===== src/verilog/afc_cfg.svh =====
// offsets, field positions, reset values and tables of the fan control
`ifndef AFC_CFG_SVH
`define AFC_CFG_SVH

// register offsets
`define AFC_ADDR_SPAN_R1     8'h5f
`define AFC_ADDR_SPAN_LOC    8'h60
`define AFC_ADDR_SPAN_R2     8'h61
`define AFC_ADDR_SLEW_STEP_SEL_ONE_ONE    8'h62
`define AFC_ADDR_SLEW_STEP_SEL_ONE_TWO    8'h63
`define AFC_ADDR_CRIT_R1     8'h6a
`define AFC_ADDR_CRIT_LOC    8'h6b
`define AFC_ADDR_CRIT_R2     8'h6c
`define AFC_ADDR_MARGIN_A    8'h6d
`define AFC_ADDR_MARGIN_B    8'h6e
`define AFC_ADDR_START_R1    8'h70
`define AFC_ADDR_START_LOC   8'h71
`define AFC_ADDR_START_R2    8'h72
`define AFC_ADDR_MIN_ONE     8'h73
`define AFC_ADDR_MIN_TWO     8'h74
`define AFC_ADDR_MIN_THREE   8'h75
`define AFC_ADDR_SRC_MAP     8'h76
`define AFC_ADDR_STATUS      8'h77
`define AFC_ADDR_DUTY_ONE    8'h78
`define AFC_ADDR_DUTY_TWO    8'h79
`define AFC_ADDR_DUTY_THREE  8'h7a

// reset values
`define AFC_RST_SPAN         8'hc0
`define AFC_RST_SLEW_STEP_SEL_ONE         8'h00
`define AFC_RST_CRIT         8'h64
`define AFC_RST_MARGIN_A     8'h44
`define AFC_RST_MARGIN_B     8'h40
`define AFC_RST_START        8'h5a
`define AFC_RST_MIN          8'h40
`define AFC_RST_SRC_MAP      8'h24

// field positions
`define AFC_SPAN_MSB         7
`define AFC_SPAN_LSB         4
`define AFC_MARGIN_HI_MSB    7
`define AFC_MARGIN_HI_LSB    4
`define AFC_MARGIN_LO_MSB    3
`define AFC_MARGIN_LO_LSB    0
`define AFC_KEEP_SPIN_LSB    5
`define AFC_SLEW_EN_ONE      3
`define AFC_SLEW_EN_TWO      7
`define AFC_SLEW_EN_THREE    3
`define AFC_STEP_HI_MSB      6
`define AFC_STEP_HI_LSB      4
`define AFC_STEP_LO_MSB      2
`define AFC_STEP_LO_LSB      0

// duty and temperature figures
`define AFC_FULL_DUTY        8'hff
`define AFC_CRIT_HYST        9'h004
`define AFC_SLOPE_FRAC       4

// slew steps in slots per step code
`define AFC_STEP_0           8'h01
`define AFC_STEP_1           8'h02
`define AFC_STEP_2           8'h03
`define AFC_STEP_3           8'h05
`define AFC_STEP_4           8'h08
`define AFC_STEP_5           8'h0c
`define AFC_STEP_6           8'h18
`define AFC_STEP_7           8'h30

// slots per degree times 16 per span code
`define AFC_SLOPE_0          12'h7f8
`define AFC_SLOPE_1          12'h660
`define AFC_SLOPE_2          12'h4c9
`define AFC_SLOPE_3          12'h3fc
`define AFC_SLOPE_4          12'h330
`define AFC_SLOPE_5          12'h264
`define AFC_SLOPE_6          12'h1fe
`define AFC_SLOPE_7          12'h198
`define AFC_SLOPE_8          12'h132
`define AFC_SLOPE_9          12'h0ff
`define AFC_SLOPE_10         12'h0cc
`define AFC_SLOPE_11         12'h099
`define AFC_SLOPE_12         12'h080
`define AFC_SLOPE_13         12'h066
`define AFC_SLOPE_14         12'h04d
`define AFC_SLOPE_15         12'h033

`endif


===== src/verilog/afc_pkg.sv =====
// types shared by the fan control
package afc_pkg;
  typedef logic [7:0]  afc_byte_t;
  typedef logic [3:0]  afc_nib_t;
  typedef logic [11:0] afc_slope_t;
  typedef enum logic [1:0] {
    AFC_CH_REMOTE_ONE,
    AFC_CH_LOCAL,
    AFC_CH_REMOTE_TWO
  } afc_chan_e;
endpackage : afc_pkg


===== src/verilog/afc_fan_ctrl.sv =====
// automatic fan duty control with critical override and slew limiter
// What this block does
// span code in upper nibble, sixteen spans
// span registers 0x5f, 0x60, 0x61 per channel
// over critical limit forces all fans full
// full duty holds down to limit minus four
// critical override unmaskable, beats all settings
// critical limits 0x6a-0x6c, reset 0x64
// fan keeps running down to start minus margin
// off margin 1 to 15, default 4
// margins in 0x6d and 0x6e nibbles
// 0x62 bits 7:5 choose off or minimum
// keep-spin output ignores off margin
// slew enables at 0x62.3, 0x63.7, 0x63.3
// slew chosen independently per output
// without slew, new duty applies at once
// duty counts slots out of 255
// step choices 1,2,3,5,8,12,24,48 slots
// step toward target up or down
// stepped value kept as previous duty
// software disables spin-up when slewing
// 0x62 bits 2:0 select output one step
// 0x63 bits 6:4 and 2:0 select steps
// limiter lands on target, stays in range
//
// Our own choice: strobed register access.
`timescale 1ns/1ps
`include "afc_cfg.svh"

module afc_fan_ctrl
(
  // clock and reset
  input  wire logic              clk_sys,
  input  wire logic              rst_b,
  // register port
  input  wire logic [7:0]        reg_addr,
  input  wire afc_pkg::afc_byte_t reg_wdata,
  input  wire logic              reg_wr,
  input  wire logic              reg_rd,
  output afc_pkg::afc_byte_t     reg_rdata,
  // measured temperatures
  input  wire afc_pkg::afc_byte_t temp_remote_one,
  input  wire afc_pkg::afc_byte_t temp_local,
  input  wire afc_pkg::afc_byte_t temp_remote_two,
  input  wire logic              temp_update,
  // fan duty outputs
  output afc_pkg::afc_byte_t     fan_drive_one,
  output afc_pkg::afc_byte_t     fan_drive_two,
  output afc_pkg::afc_byte_t     fan_drive_three,
  output logic                   critical_override
);
  import afc_pkg::*;

  afc_byte_t remote_one_span_config;
  afc_byte_t local_span_config;
  afc_byte_t remote_two_span_config;
  afc_byte_t acoustic_control_one;
  afc_byte_t acoustic_control_two;
  afc_byte_t remote_one_critical_limit;
  afc_byte_t local_critical_limit;
  afc_byte_t remote_two_critical_limit;
  afc_byte_t remote_one_local_off_margin;
  afc_byte_t remote_two_off_margin;
  afc_byte_t remote_one_start_temp;
  afc_byte_t local_start_temp;
  afc_byte_t remote_two_start_temp;
  afc_byte_t out_one_min_duty;
  afc_byte_t out_two_min_duty;
  afc_byte_t out_three_min_duty;
  afc_byte_t fan_source_map;

  afc_byte_t   temp_c        [3];
  afc_byte_t   crit_limit_c  [3];
  afc_byte_t   start_temp_c  [3];
  afc_nib_t    temp_span_code[3];
  afc_nib_t    fan_off_margin[3];
  logic [2:0]  crit_c;
  logic [2:0]  fan_run_c;
  logic [15:0] rise_c        [3];

  afc_byte_t   min_duty_o    [3];
  afc_byte_t   duty_o        [3];
  logic [2:0]  keep_spin_o;
  logic [2:0]  slew_en_o;
  logic [2:0]  step_sel_o    [3];
  logic [1:0]  src_o         [3];

  // register writes
  always_ff @(posedge clk_sys)
  begin
    if (!rst_b)
    begin
      remote_one_span_config      <= `AFC_RST_SPAN;
      local_span_config           <= `AFC_RST_SPAN;
      remote_two_span_config      <= `AFC_RST_SPAN;
      acoustic_control_one        <= `AFC_RST_SLEW_STEP_SEL_ONE;
      acoustic_control_two        <= `AFC_RST_SLEW_STEP_SEL_ONE;
      remote_one_critical_limit   <= `AFC_RST_CRIT;
      local_critical_limit        <= `AFC_RST_CRIT;
      remote_two_critical_limit   <= `AFC_RST_CRIT;
      remote_one_local_off_margin <= `AFC_RST_MARGIN_A;
      remote_two_off_margin       <= `AFC_RST_MARGIN_B;
      remote_one_start_temp       <= `AFC_RST_START;
      local_start_temp            <= `AFC_RST_START;
      remote_two_start_temp       <= `AFC_RST_START;
      out_one_min_duty            <= `AFC_RST_MIN;
      out_two_min_duty            <= `AFC_RST_MIN;
      out_three_min_duty          <= `AFC_RST_MIN;
      fan_source_map              <= `AFC_RST_SRC_MAP;
    end
    else if (reg_wr)
    begin
      case (reg_addr)
        `AFC_ADDR_SPAN_R1:   remote_one_span_config      <= reg_wdata;
        `AFC_ADDR_SPAN_LOC:  local_span_config           <= reg_wdata;
        `AFC_ADDR_SPAN_R2:   remote_two_span_config      <= reg_wdata;
        `AFC_ADDR_SLEW_STEP_SEL_ONE_ONE:  acoustic_control_one        <= reg_wdata;
        `AFC_ADDR_SLEW_STEP_SEL_ONE_TWO:  acoustic_control_two        <= reg_wdata;
        `AFC_ADDR_CRIT_R1:   remote_one_critical_limit   <= reg_wdata;
        `AFC_ADDR_CRIT_LOC:  local_critical_limit        <= reg_wdata;
        `AFC_ADDR_CRIT_R2:   remote_two_critical_limit   <= reg_wdata;
        `AFC_ADDR_MARGIN_A:  remote_one_local_off_margin <= reg_wdata;
        `AFC_ADDR_MARGIN_B:  remote_two_off_margin       <= reg_wdata;
        `AFC_ADDR_START_R1:  remote_one_start_temp       <= reg_wdata;
        `AFC_ADDR_START_LOC: local_start_temp            <= reg_wdata;
        `AFC_ADDR_START_R2:  remote_two_start_temp       <= reg_wdata;
        `AFC_ADDR_MIN_ONE:   out_one_min_duty            <= reg_wdata;
        `AFC_ADDR_MIN_TWO:   out_two_min_duty            <= reg_wdata;
        `AFC_ADDR_MIN_THREE: out_three_min_duty          <= reg_wdata;
        `AFC_ADDR_SRC_MAP:   fan_source_map              <= reg_wdata;
        default:             ;
      endcase
    end
  end

  // register reads, data in the following cycle
  always_ff @(posedge clk_sys)
  begin
    if (!rst_b)
      reg_rdata <= 8'h00;
    else if (reg_rd)
    begin
      case (reg_addr)
        `AFC_ADDR_SPAN_R1:   reg_rdata <= remote_one_span_config;
        `AFC_ADDR_SPAN_LOC:  reg_rdata <= local_span_config;
        `AFC_ADDR_SPAN_R2:   reg_rdata <= remote_two_span_config;
        `AFC_ADDR_SLEW_STEP_SEL_ONE_ONE:  reg_rdata <= acoustic_control_one;
        `AFC_ADDR_SLEW_STEP_SEL_ONE_TWO:  reg_rdata <= acoustic_control_two;
        `AFC_ADDR_CRIT_R1:   reg_rdata <= remote_one_critical_limit;
        `AFC_ADDR_CRIT_LOC:  reg_rdata <= local_critical_limit;
        `AFC_ADDR_CRIT_R2:   reg_rdata <= remote_two_critical_limit;
        `AFC_ADDR_MARGIN_A:  reg_rdata <= remote_one_local_off_margin;
        `AFC_ADDR_MARGIN_B:  reg_rdata <= remote_two_off_margin;
        `AFC_ADDR_START_R1:  reg_rdata <= remote_one_start_temp;
        `AFC_ADDR_START_LOC: reg_rdata <= local_start_temp;
        `AFC_ADDR_START_R2:  reg_rdata <= remote_two_start_temp;
        `AFC_ADDR_MIN_ONE:   reg_rdata <= out_one_min_duty;
        `AFC_ADDR_MIN_TWO:   reg_rdata <= out_two_min_duty;
        `AFC_ADDR_MIN_THREE: reg_rdata <= out_three_min_duty;
        `AFC_ADDR_SRC_MAP:   reg_rdata <= fan_source_map;
        `AFC_ADDR_STATUS:    reg_rdata <= {2'b00, fan_run_c, crit_c};
        `AFC_ADDR_DUTY_ONE:  reg_rdata <= duty_o[0];
        `AFC_ADDR_DUTY_TWO:  reg_rdata <= duty_o[1];
        `AFC_ADDR_DUTY_THREE: reg_rdata <= duty_o[2];
        default:             reg_rdata <= 8'h00;
      endcase
    end
    else
      reg_rdata <= 8'h00;
  end

  // channel views of the registers
  assign temp_c[AFC_CH_REMOTE_ONE] = temp_remote_one;
  assign temp_c[AFC_CH_LOCAL]      = temp_local;
  assign temp_c[AFC_CH_REMOTE_TWO] = temp_remote_two;

  assign crit_limit_c[0] = remote_one_critical_limit;
  assign crit_limit_c[1] = local_critical_limit;
  assign crit_limit_c[2] = remote_two_critical_limit;

  assign start_temp_c[0] = remote_one_start_temp;
  assign start_temp_c[1] = local_start_temp;
  assign start_temp_c[2] = remote_two_start_temp;

  assign temp_span_code[0] =
    remote_one_span_config[`AFC_SPAN_MSB:`AFC_SPAN_LSB];
  assign temp_span_code[1] =
    local_span_config[`AFC_SPAN_MSB:`AFC_SPAN_LSB];
  assign temp_span_code[2] =
    remote_two_span_config[`AFC_SPAN_MSB:`AFC_SPAN_LSB];

  assign fan_off_margin[0] = remote_one_local_off_margin
    [`AFC_MARGIN_HI_MSB:`AFC_MARGIN_HI_LSB];
  assign fan_off_margin[1] = remote_one_local_off_margin
    [`AFC_MARGIN_LO_MSB:`AFC_MARGIN_LO_LSB];
  assign fan_off_margin[2] = remote_two_off_margin
    [`AFC_MARGIN_HI_MSB:`AFC_MARGIN_HI_LSB];

  // output views of the registers
  assign min_duty_o[0] = out_one_min_duty;
  assign min_duty_o[1] = out_two_min_duty;
  assign min_duty_o[2] = out_three_min_duty;

  assign keep_spin_o = acoustic_control_one
    [`AFC_KEEP_SPIN_LSB+2:`AFC_KEEP_SPIN_LSB];

  assign slew_en_o[0] = acoustic_control_one[`AFC_SLEW_EN_ONE];
  assign slew_en_o[1] = acoustic_control_two[`AFC_SLEW_EN_TWO];
  assign slew_en_o[2] = acoustic_control_two[`AFC_SLEW_EN_THREE];

  assign step_sel_o[0] =
    acoustic_control_one[`AFC_STEP_LO_MSB:`AFC_STEP_LO_LSB];
  assign step_sel_o[1] =
    acoustic_control_two[`AFC_STEP_HI_MSB:`AFC_STEP_HI_LSB];
  assign step_sel_o[2] =
    acoustic_control_two[`AFC_STEP_LO_MSB:`AFC_STEP_LO_LSB];

  assign src_o[0] = fan_source_map[1:0];
  assign src_o[1] = fan_source_map[3:2];
  assign src_o[2] = fan_source_map[5:4];

  // per-channel critical state, fan state and duty rise
  genvar gc;
  generate
    for (gc = 0; gc < 3; gc++)
    begin : g_chan
      logic [8:0]  temp_w;
      logic [8:0]  lim_w;
      logic [8:0]  start_w;
      afc_byte_t   above;
      afc_slope_t  slope;
      logic [19:0] prod;

      assign temp_w  = {1'b0, temp_c[gc]};
      assign lim_w   = {1'b0, crit_limit_c[gc]};
      assign start_w = {1'b0, start_temp_c[gc]};

      // critical flag, set checked first
      always_ff @(posedge clk_sys)
      begin
        if (!rst_b)
          crit_c[gc] <= 1'b0;
        else if (temp_w > lim_w)
          crit_c[gc] <= 1'b1;
        else if (temp_w + `AFC_CRIT_HYST < lim_w)
          crit_c[gc] <= 1'b0;
      end

      // on at start temperature, off below start minus margin
      always_ff @(posedge clk_sys)
      begin
        if (!rst_b)
          fan_run_c[gc] <= 1'b0;
        else if (temp_update)
        begin
          if (temp_w >= start_w)
            fan_run_c[gc] <= 1'b1;
          else if (temp_w + {5'h00, fan_off_margin[gc]} < start_w)
            fan_run_c[gc] <= 1'b0;
        end
      end

      // slots above minimum, from span slope
      assign above = (temp_w > start_w) ?
                     8'(temp_c[gc] - start_temp_c[gc]) : 8'h00;
      // slots per degree times 16 for the span code
      always_comb
      begin
        case (temp_span_code[gc])
          4'h0:    slope = `AFC_SLOPE_0;
          4'h1:    slope = `AFC_SLOPE_1;
          4'h2:    slope = `AFC_SLOPE_2;
          4'h3:    slope = `AFC_SLOPE_3;
          4'h4:    slope = `AFC_SLOPE_4;
          4'h5:    slope = `AFC_SLOPE_5;
          4'h6:    slope = `AFC_SLOPE_6;
          4'h7:    slope = `AFC_SLOPE_7;
          4'h8:    slope = `AFC_SLOPE_8;
          4'h9:    slope = `AFC_SLOPE_9;
          4'ha:    slope = `AFC_SLOPE_10;
          4'hb:    slope = `AFC_SLOPE_11;
          4'hc:    slope = `AFC_SLOPE_12;
          4'hd:    slope = `AFC_SLOPE_13;
          4'he:    slope = `AFC_SLOPE_14;
          4'hf:    slope = `AFC_SLOPE_15;
          default: slope = `AFC_SLOPE_12;
        endcase
      end

      assign prod  = 20'(above * slope);
      assign rise_c[gc] = prod[19:`AFC_SLOPE_FRAC];
    end
  endgenerate

  assign critical_override = |crit_c;

  // per-output target and slew limiter
  genvar go;
  generate
    for (go = 0; go < 3; go++)
    begin : g_out
      logic [1:0]  ch;
      logic [16:0] sum;
      afc_byte_t   target;
      afc_byte_t   step;
      afc_byte_t   prev;
      afc_byte_t   gap;
      afc_byte_t   next_duty;

      assign ch   = (src_o[go] == 2'b11) ? 2'b00 : src_o[go];
      assign prev = duty_o[go];
      assign sum  = {1'b0, rise_c[ch]} + {9'h000, min_duty_o[go]};

      always_comb
      begin
        if (!fan_run_c[ch])
          target = keep_spin_o[go] ? min_duty_o[go] : 8'h00;
        else if (temp_c[ch] < start_temp_c[ch])
          target = min_duty_o[go];
        else if (sum > 17'(`AFC_FULL_DUTY))
          target = `AFC_FULL_DUTY;
        else
          target = sum[7:0];
      end

      // slew step in slots for the step code
      always_comb
      begin
        case (step_sel_o[go])
          3'h0:    step = `AFC_STEP_0;
          3'h1:    step = `AFC_STEP_1;
          3'h2:    step = `AFC_STEP_2;
          3'h3:    step = `AFC_STEP_3;
          3'h4:    step = `AFC_STEP_4;
          3'h5:    step = `AFC_STEP_5;
          3'h6:    step = `AFC_STEP_6;
          3'h7:    step = `AFC_STEP_7;
          default: step = `AFC_STEP_0;
        endcase
      end

      assign gap  = (target > prev) ? 8'(target - prev)
                                    : 8'(prev - target);

      always_comb
      begin
        if (!slew_en_o[go])
          next_duty = target;
        else if (gap <= step)
          next_duty = target;
        else if (target > prev)
          next_duty = 8'(prev + step);
        else
          next_duty = 8'(prev - step);
      end

      // duty held as previous value for next comparison
      always_ff @(posedge clk_sys)
      begin
        if (!rst_b)
          duty_o[go] <= 8'h00;
        else if (critical_override)
          duty_o[go] <= `AFC_FULL_DUTY;
        else if (temp_update)
          duty_o[go] <= next_duty;
      end
    end
  endgenerate

  assign fan_drive_one   = duty_o[0];
  assign fan_drive_two   = duty_o[1];
  assign fan_drive_three = duty_o[2];

endmodule : afc_fan_ctrl


===== config.mk =====
export PLATFORM = sky130hd
export DESIGN_NAME = afc_fan_ctrl
export DESIGN_NICKNAME = d
export VERILOG_FILES = /design/src/verilog/afc_pkg.sv /design/src/verilog/afc_fan_ctrl.sv
export VERILOG_INCLUDE_DIRS = /design/src /design/src/verilog
export SDC_FILE = /design/constraint.sdc
export NUM_CORES = 2
export LEC_CHECK = 0
export BUFFER_PORTS_ARGS = -buffer_cell sky130_fd_sc_hd__clkbuf_2
export CAP_MARGIN = 20
export CORE_AREA = 5 5 305 307
export CTS_CLUSTER_DIAMETER = 150
export CTS_CLUSTER_SIZE = 25
export DETAILED_ROUTE_END_ITERATION = 12
export DIE_AREA = 0 0 310 312
export MAX_ROUTING_LAYER = met4
export SYNTH_ARGS = -nofsm -noshare
export SYNTH_HDL_FRONTEND = slang
export SYNTH_SLANG_ARGS = --single-unit

===== constraint.sdc =====
create_clock -name clk_sys -period 19.5 [get_ports clk_sys]
set_clock_uncertainty 0.1 [all_clocks]
set_input_delay 3.9 -clock clk_sys [delete_from_list [all_inputs] [get_ports clk_sys]]
set_output_delay 3.9 -clock clk_sys [all_outputs]
set_load 0.05 [all_outputs]

# Word level (Yosys, flattened, before mapping)
# Memory sizes are Yosys's and may differ from the RTL's. A register that Yosys moved wholly into a read port is not among the register bits.
# Cells that the tools add are included.
# Widths: inputs -> output; s select.
dict set report op_classes {
  multipliers 3
  bitwise_logic 9
  n_eq_ne 24
  reduce_logical 28
  n_lt_le_gt_ge 33
  addsub 24
  mux 102
}
# operator n
set ops {}
lappend ops {{$mux 8} 45}
lappend ops {{$eq 8x7->1 const B} 21}
lappend ops {{$pmux 8 s21} 1}
lappend ops {{$bmux 16 s2} 3}
lappend ops {{$bmux 8 s2} 6}
lappend ops {{$mux 16} 6}
lappend ops {{$sub 8x8->8} 12}
lappend ops {{$gt 8x8->1} 9}
lappend ops {{$mul 8x12->20} 3}
lappend ops {{$lt 9x8->1} 6}
lappend ops {{$add 16x8->17} 3}
lappend ops {{$gt 17x8->1 const B} 3}
lappend ops {{$reduce_and 2->1} 21}
lappend ops {{$add 8x3->9 const B} 3}
lappend ops {{$add 8x4->9} 3}
lappend ops {{$add 8x8->8} 3}
lappend ops {{$ge 8x8->1} 3}
lappend ops {{$le 8x8->1} 3}
lappend ops {{$lt 8x8->1} 3}
lappend ops {{$mux 4} 6}
lappend ops {{$mux 1} 23}
lappend ops {{$mux 3} 6}
lappend ops {{$reduce_bool 2->1} 6}
lappend ops {{$ge 3x3->1 const B} 3}
lappend ops {{7 further kinds} 22}
dict set report word_totals {
  memories 7
  elab_cells 254
  regBits 150
  ram_bits 24
  inputBits 45
  romBits 672
}
# memory words word_bits rd rd_ports_with_merged_regs wr line
set mem_list {}
lappend mem_list {{(no name shown)} 16 11 1 1 0 afc_fan_ctrl.sv:269} ;# case (temp_span_code[gc])
lappend mem_list {{(no name shown)} 16 11 1 1 0 afc_fan_ctrl.sv:269}
lappend mem_list {{(no name shown)} 16 11 1 1 0 afc_fan_ctrl.sv:269}
lappend mem_list {{(no name shown)} 8 6 1 1 0 afc_fan_ctrl.sv:329} ;# case (step_sel_o[go])
lappend mem_list {{(no name shown)} 8 6 1 1 0 afc_fan_ctrl.sv:329}
lappend mem_list {{(no name shown)} 8 6 1 1 0 afc_fan_ctrl.sv:329}
lappend mem_list {{1 more memories} - - - - - -}

# Longest topological paths before layout
dict set report logic_depth {
  ltp_word 17
  ltp_mapped 64
  mapped_depth_nobuf 59
}

# Least setup slack after synthesis
# OpenSTA, ideal clock, no wires.
dict set report synth_path {
  kind {input -> register}
  startpoint {input temp_remote_one[0]}
  endpoint {memory duty_o[1][6] (netlist bit) (data pin)}
  slack_ns 3.765
  path_stages 58
  path_buffers 6
  setup_time_ns 0.261
  arrival_ns 15.374
  path_cell_list {inv_1 -> ha_1 -> fa_1 -> nand2b_1 -> a211oi_4 -> o21ai_1 -> nor2_1 -> clkbuf_1 -> nand2_1 -> fa_1 -> inv_1 -> fa_1 -> fa_1 -> inv_1 -> fa_1 -> inv_1 -> ha_1 -> buf_2 -> (+22 left out) -> o21a_1 -> o211ai_1 -> a31oi_1 -> buf_2 -> clkbuf_1 -> mux2i_1 -> ha_1 -> nor2b_1 -> o21a_1 -> o21a_1 -> o21ai_0 -> nand2b_1 -> a21oi_1 -> a31oi_1 -> o31a_1 -> and2_2 -> buf_2 -> a221o_1}
}
# element line
set synth_rtl {}
lappend synth_rtl {{from (decl)} afc_fan_ctrl.sv:42} ;# input wire afc_pkg::afc_byte_t temp_remote_one,
lappend synth_rtl {{to (decl)} afc_fan_ctrl.sv:82} ;# afc_byte_t duty_o [3];

==> summary.log <==
qor: route.drtIter0Drc 2,863
qor: timing.finalSetupTns 0 ns
qor: yosys.synthesis.nets 4,529
qor: min_path.worstHoldStart local_span_config[3]$_SDFFE_PN0P_
qor: yosys.synth_enable_flop_cells 24
qor: timing.timing_max_transition_violations_final 0
qor: cells_and_area.area_delta_synth_final 5.82%
qor: cells_and_area.num-nets-final 4,463
qor: clocking.cts_tree yes
qor: clocking.cts-buffers-inserted 14
qor: yosys.synth.yosys.seq_area_share 15.2%
qor: outcome.status finished clean
qor: power.power.density_cell_area 41.1 nW/um^2
qor: yosys.post_synth_instance_area 31,200 um^2
qor: clocking.worst_skew_pair.late_latency 0.54 ns
qor: timing.fmax 57.7 MHz
qor: worst_setup_path.arrival 17.52 ns
qor: floorplanning.core-area 89,700 um^2
qor: global_routing.grt_first_pass_wirelength 165,000 um
qor: floorplanning.die_area 96,700 um^2
qor: floorplanning.die_width 310 um
qor: place.io_buffers 77
qor: yosys.yosys_most_used_dff sky130_fd_sc_hd__dfxtp_1
qor: global_routing.globalRouteTotalUtil 22.3%
qor: place.hpwl 85,700 um
qor: clocking.ctsRootBufferMaster sky130_fd_sc_hd__clkbuf_16
qor: route.drt-pass1-iter-count 8
qor: floorplanning.io_pins 78
qor: worst_setup_path.path_class in2reg
qor: global_routing.pin_count_of_the_biggest_net_entering_global_routing 77
qor: power.irDropWorstVdd 45.4 uV
qor: route.drt.antenna.violating_nets 0
qor: power.leakagePower 15.1 nW
qor: timing.report.final.setup_viol 0
qor: clocking.worst_setup_hold_path_clk_slew 0.10 ns
qor: yosys.yosysWarnings 0
qor: timing.hold_viol 0
qor: cells_and_area.final_common_cell sky130_fd_sc_hd__nand2_1
qor: route.route.detailed.drc 0
qor: worst_setup_path.endpoint_kind flip-flop
qor: cells_and_area.layout.cells.most_common_list sky130_fd_sc_hd__nand2_1 (432), sky130_fd_sc_hd__inv_1 (394), sky130_fd_sc_hd__ha_1 (385)
qor: worst_setup_path.cp-startpoint temp_remote_one[1]
qor: job.cap_viol_max_count 0
qor: timing.relSlewSlack 31.4%
qor: timing.period_share 88.9%
qor: min_path.hp_class reg2reg
qor: floorplanning.std_cell_rows 110
qor: clocking.tritoncts_num_sinks 225
qor: worst_setup_path.start_kind primary input
qor: global_routing.overflow 0
qor: timing.fin_crit 17.34 ns
qor: clocking.post-cts-setup-buffer-count 0
qor: worst_setup_path.maximum_fanout_count_along_the_critical_path 19
qor: timing.worst_slew_pin_slew 1.03 ns
qor: clocking.cts.htree.levels 1
qor: yosys.yosys_register_bits 225
qor: route.wl_per_cell 21.6 um
qor: clocking.holdBufCountCts 0
qor: route.vias 28,602
qor: clocking.clk_path_buf_depth 3
qor: worst_setup_path.worstReg2RegStart remote_one_start_temp[1]$_SDFFE_PN1P_
qor: worst_setup_path.cpMaxStageDelayCell sky130_fd_sc_hd__nor2_1
qor: worst_setup_path.critical_path.max_stage_delay 0.75 ns
qor: route.routed_wl 109,000 um
qor: yosys.synth_cells 3,919
qor: floorplanning.die_y 312 um
qor: yosys.synth.distinct_cells 114
qor: yosys.synthArstFlopShare 0%
qor: global_routing.grt_pass1_vias 26,630
qor: power.design_power_total 1.36 mW
qor: global_routing.antenna_found_initial 5
qor: cells_and_area.utilization 36.8%
qor: floorplanning.start_util 34.8%
qor: timing.rsz_0062_raised_after_global_routing false
qor: yosys.synth_area_per_cell 7.96 um^2
qor: worst_setup_path.cp_data_required_time 19.68 ns
qor: clocking.cts_resized 0
qor: cells_and_area.drive_gt1_share 6.14%
qor: place.gp_congestion 0.972
qor: route.vias_per_cell 5.67
## per-stage QoR
stage               setup slack [ns]  cells  area (um^2)  hold WS, ns
finish                          2.16   5041        33000        0.375
CTS                             1.76   5034        33000        0.374
global placement                1.39   5011        32500        0.352
floorplan                       3.77   3919        31200        0.341
global route                    1.20   5040        33000        0.397
detailed placement              1.26   5011        32500        0.360
## synthesized netlist by cell type, types with 10 or more instances
cell                       number  area [um^2]
sky130_fd_sc_hd__and3_1        16          100
sky130_fd_sc_hd__mux2_2        21          236
sky130_fd_sc_hd__nor4_1        13         81.3
sky130_fd_sc_hd__a21oi_1      203         1020
sky130_fd_sc_hd__a221o_1       10          100
sky130_fd_sc_hd__nor2_1       174          653
sky130_fd_sc_hd__o21a_1        38          285
sky130_fd_sc_hd__ha_1         385         4820
sky130_fd_sc_hd__or3_1         10         62.6
sky130_fd_sc_hd__xnor2_1       88          771
sky130_fd_sc_hd__buf_1         18         67.6
sky130_fd_sc_hd__buf_2         10         50.1
sky130_fd_sc_hd__fa_1         180         3600
sky130_fd_sc_hd__edfxtp_1      24          721
sky130_fd_sc_hd__a21o_1        86          646
sky130_fd_sc_hd__nor2b_1       74          463
sky130_fd_sc_hd__nand4_1       36          225
sky130_fd_sc_hd__a22o_1        13          114
sky130_fd_sc_hd__nand2_1      432         1620
sky130_fd_sc_hd__nor3_1        29          145
sky130_fd_sc_hd__a22oi_1       40          300
sky130_fd_sc_hd__o21ai_0      179          896
sky130_fd_sc_hd__clkbuf_1     152          571
sky130_fd_sc_hd__a221oi_1      24          210
sky130_fd_sc_hd__a211oi_1      57          428
sky130_fd_sc_hd__o21bai_1      14          105
sky130_fd_sc_hd__mux2i_1       66          661
sky130_fd_sc_hd__xor2_1        58          508
sky130_fd_sc_hd__nand3_1      151          756
sky130_fd_sc_hd__nand2b_1      52          325
sky130_fd_sc_hd__o211ai_1      63          473
sky130_fd_sc_hd__o21ai_1       17         85.1
sky130_fd_sc_hd__and2_1       214         1340
sky130_fd_sc_hd__o221ai_1      13          114
sky130_fd_sc_hd__dfxtp_1      201         4020
sky130_fd_sc_hd__inv_1        394         1480
sky130_fd_sc_hd__a21oi_2       10         87.6
sky130_fd_sc_hd__a31oi_1       30          188
sky130_fd_sc_hd__a21boi_0     110          826
## sequential cells by signal, summed over array words and instances, names as in the netlist
register	flops
remote_two_off_margin	8
acoustic_control_one	8
remote_one_start_temp	8
reg_rdata	8
out_one_min_duty	8
remote_one_local_off_margin	8
acoustic_control_two	8
g_chan.slope	33
out_two_min_duty	8
local_span_config	8
remote_one_critical_limit	8
out_three_min_duty	8
crit_c	3
remote_two_start_temp	8
local_critical_limit	8
remote_one_span_config	8
remote_two_critical_limit	8
g_out.step	18
local_start_temp	8
remote_two_span_config	8
fan_run_c	3
duty_o	24
fan_source_map	8
## logic make-up after synthesis
group                    after synthesis  share of synthesized area, %
flip-flops                           225                          15.2
multiplexers                          89                          2.99
XOR/XNOR                             148                          4.20
adder cells (fa/ha/maj)              565                          27.0
buffers and inverters                586                          7.24
AO/OA/AOI/OAI                       1042                          23.1
AND/OR/NAND/NOR                     1264                          20.3
## final timing paths
path                                                     endpoint  slack, ns  depth (start not counted)
worst max-delay path                       duty_o[1][7]$_DFFE_PP_       2.16                         55
worst min-delay path            local_span_config[3]$_SDFFE_PN0P_       0.38                          2
worst max register to register             duty_o[1][7]$_DFFE_PP_       5.30                         58
worst min register to register  local_span_config[3]$_SDFFE_PN0P_       0.38                          2
## routing by layer
metal	track usage, %	share of wire (%)	vias up
li1	-	-	13527
met1	29.8	44	13752
met2	34.7	45	1079
met3	2.52	6.4	244
met4	9.14	5.2	0
met5	-	0	-
## power by group
group	total, mW	switching (mW)	internal (mW)
logic	0.509	0.309	0.200
clock network	0.351	0.199	0.153
registers	0.499	0.0228	0.476
## critical path, delay by kind of cell
family	cells	cell delay [ns]
AND/OR/NAND/NOR	12	3.01
multiplexers	2	0.19
XOR/XNOR	2	0.67
buffers and inverters	7	0.95
AO/OA/AOI/OAI	22	4.85
adder cells (fa/ha/maj)	10	3.94
## cell type report
| cell class | instances | area, um^2 |
|---|---|---|
| Fill cell | 9461 | 56700 |
| Multi-Input combinational cell | 3108 | 24200 |
| Sequential cell | 225 | 4760 |
| Inverter | 399 | 1500 |
| Tap cell | 1176 | 1470 |
| Timing Repair Buffer | 105 | 604 |
| Clock buffer | 20 | 404 |
| Clock inverter | 3 | 62.6 |
| Antenna cell | 5 | 12.5 |
Power figures use the tool's default switching activity.
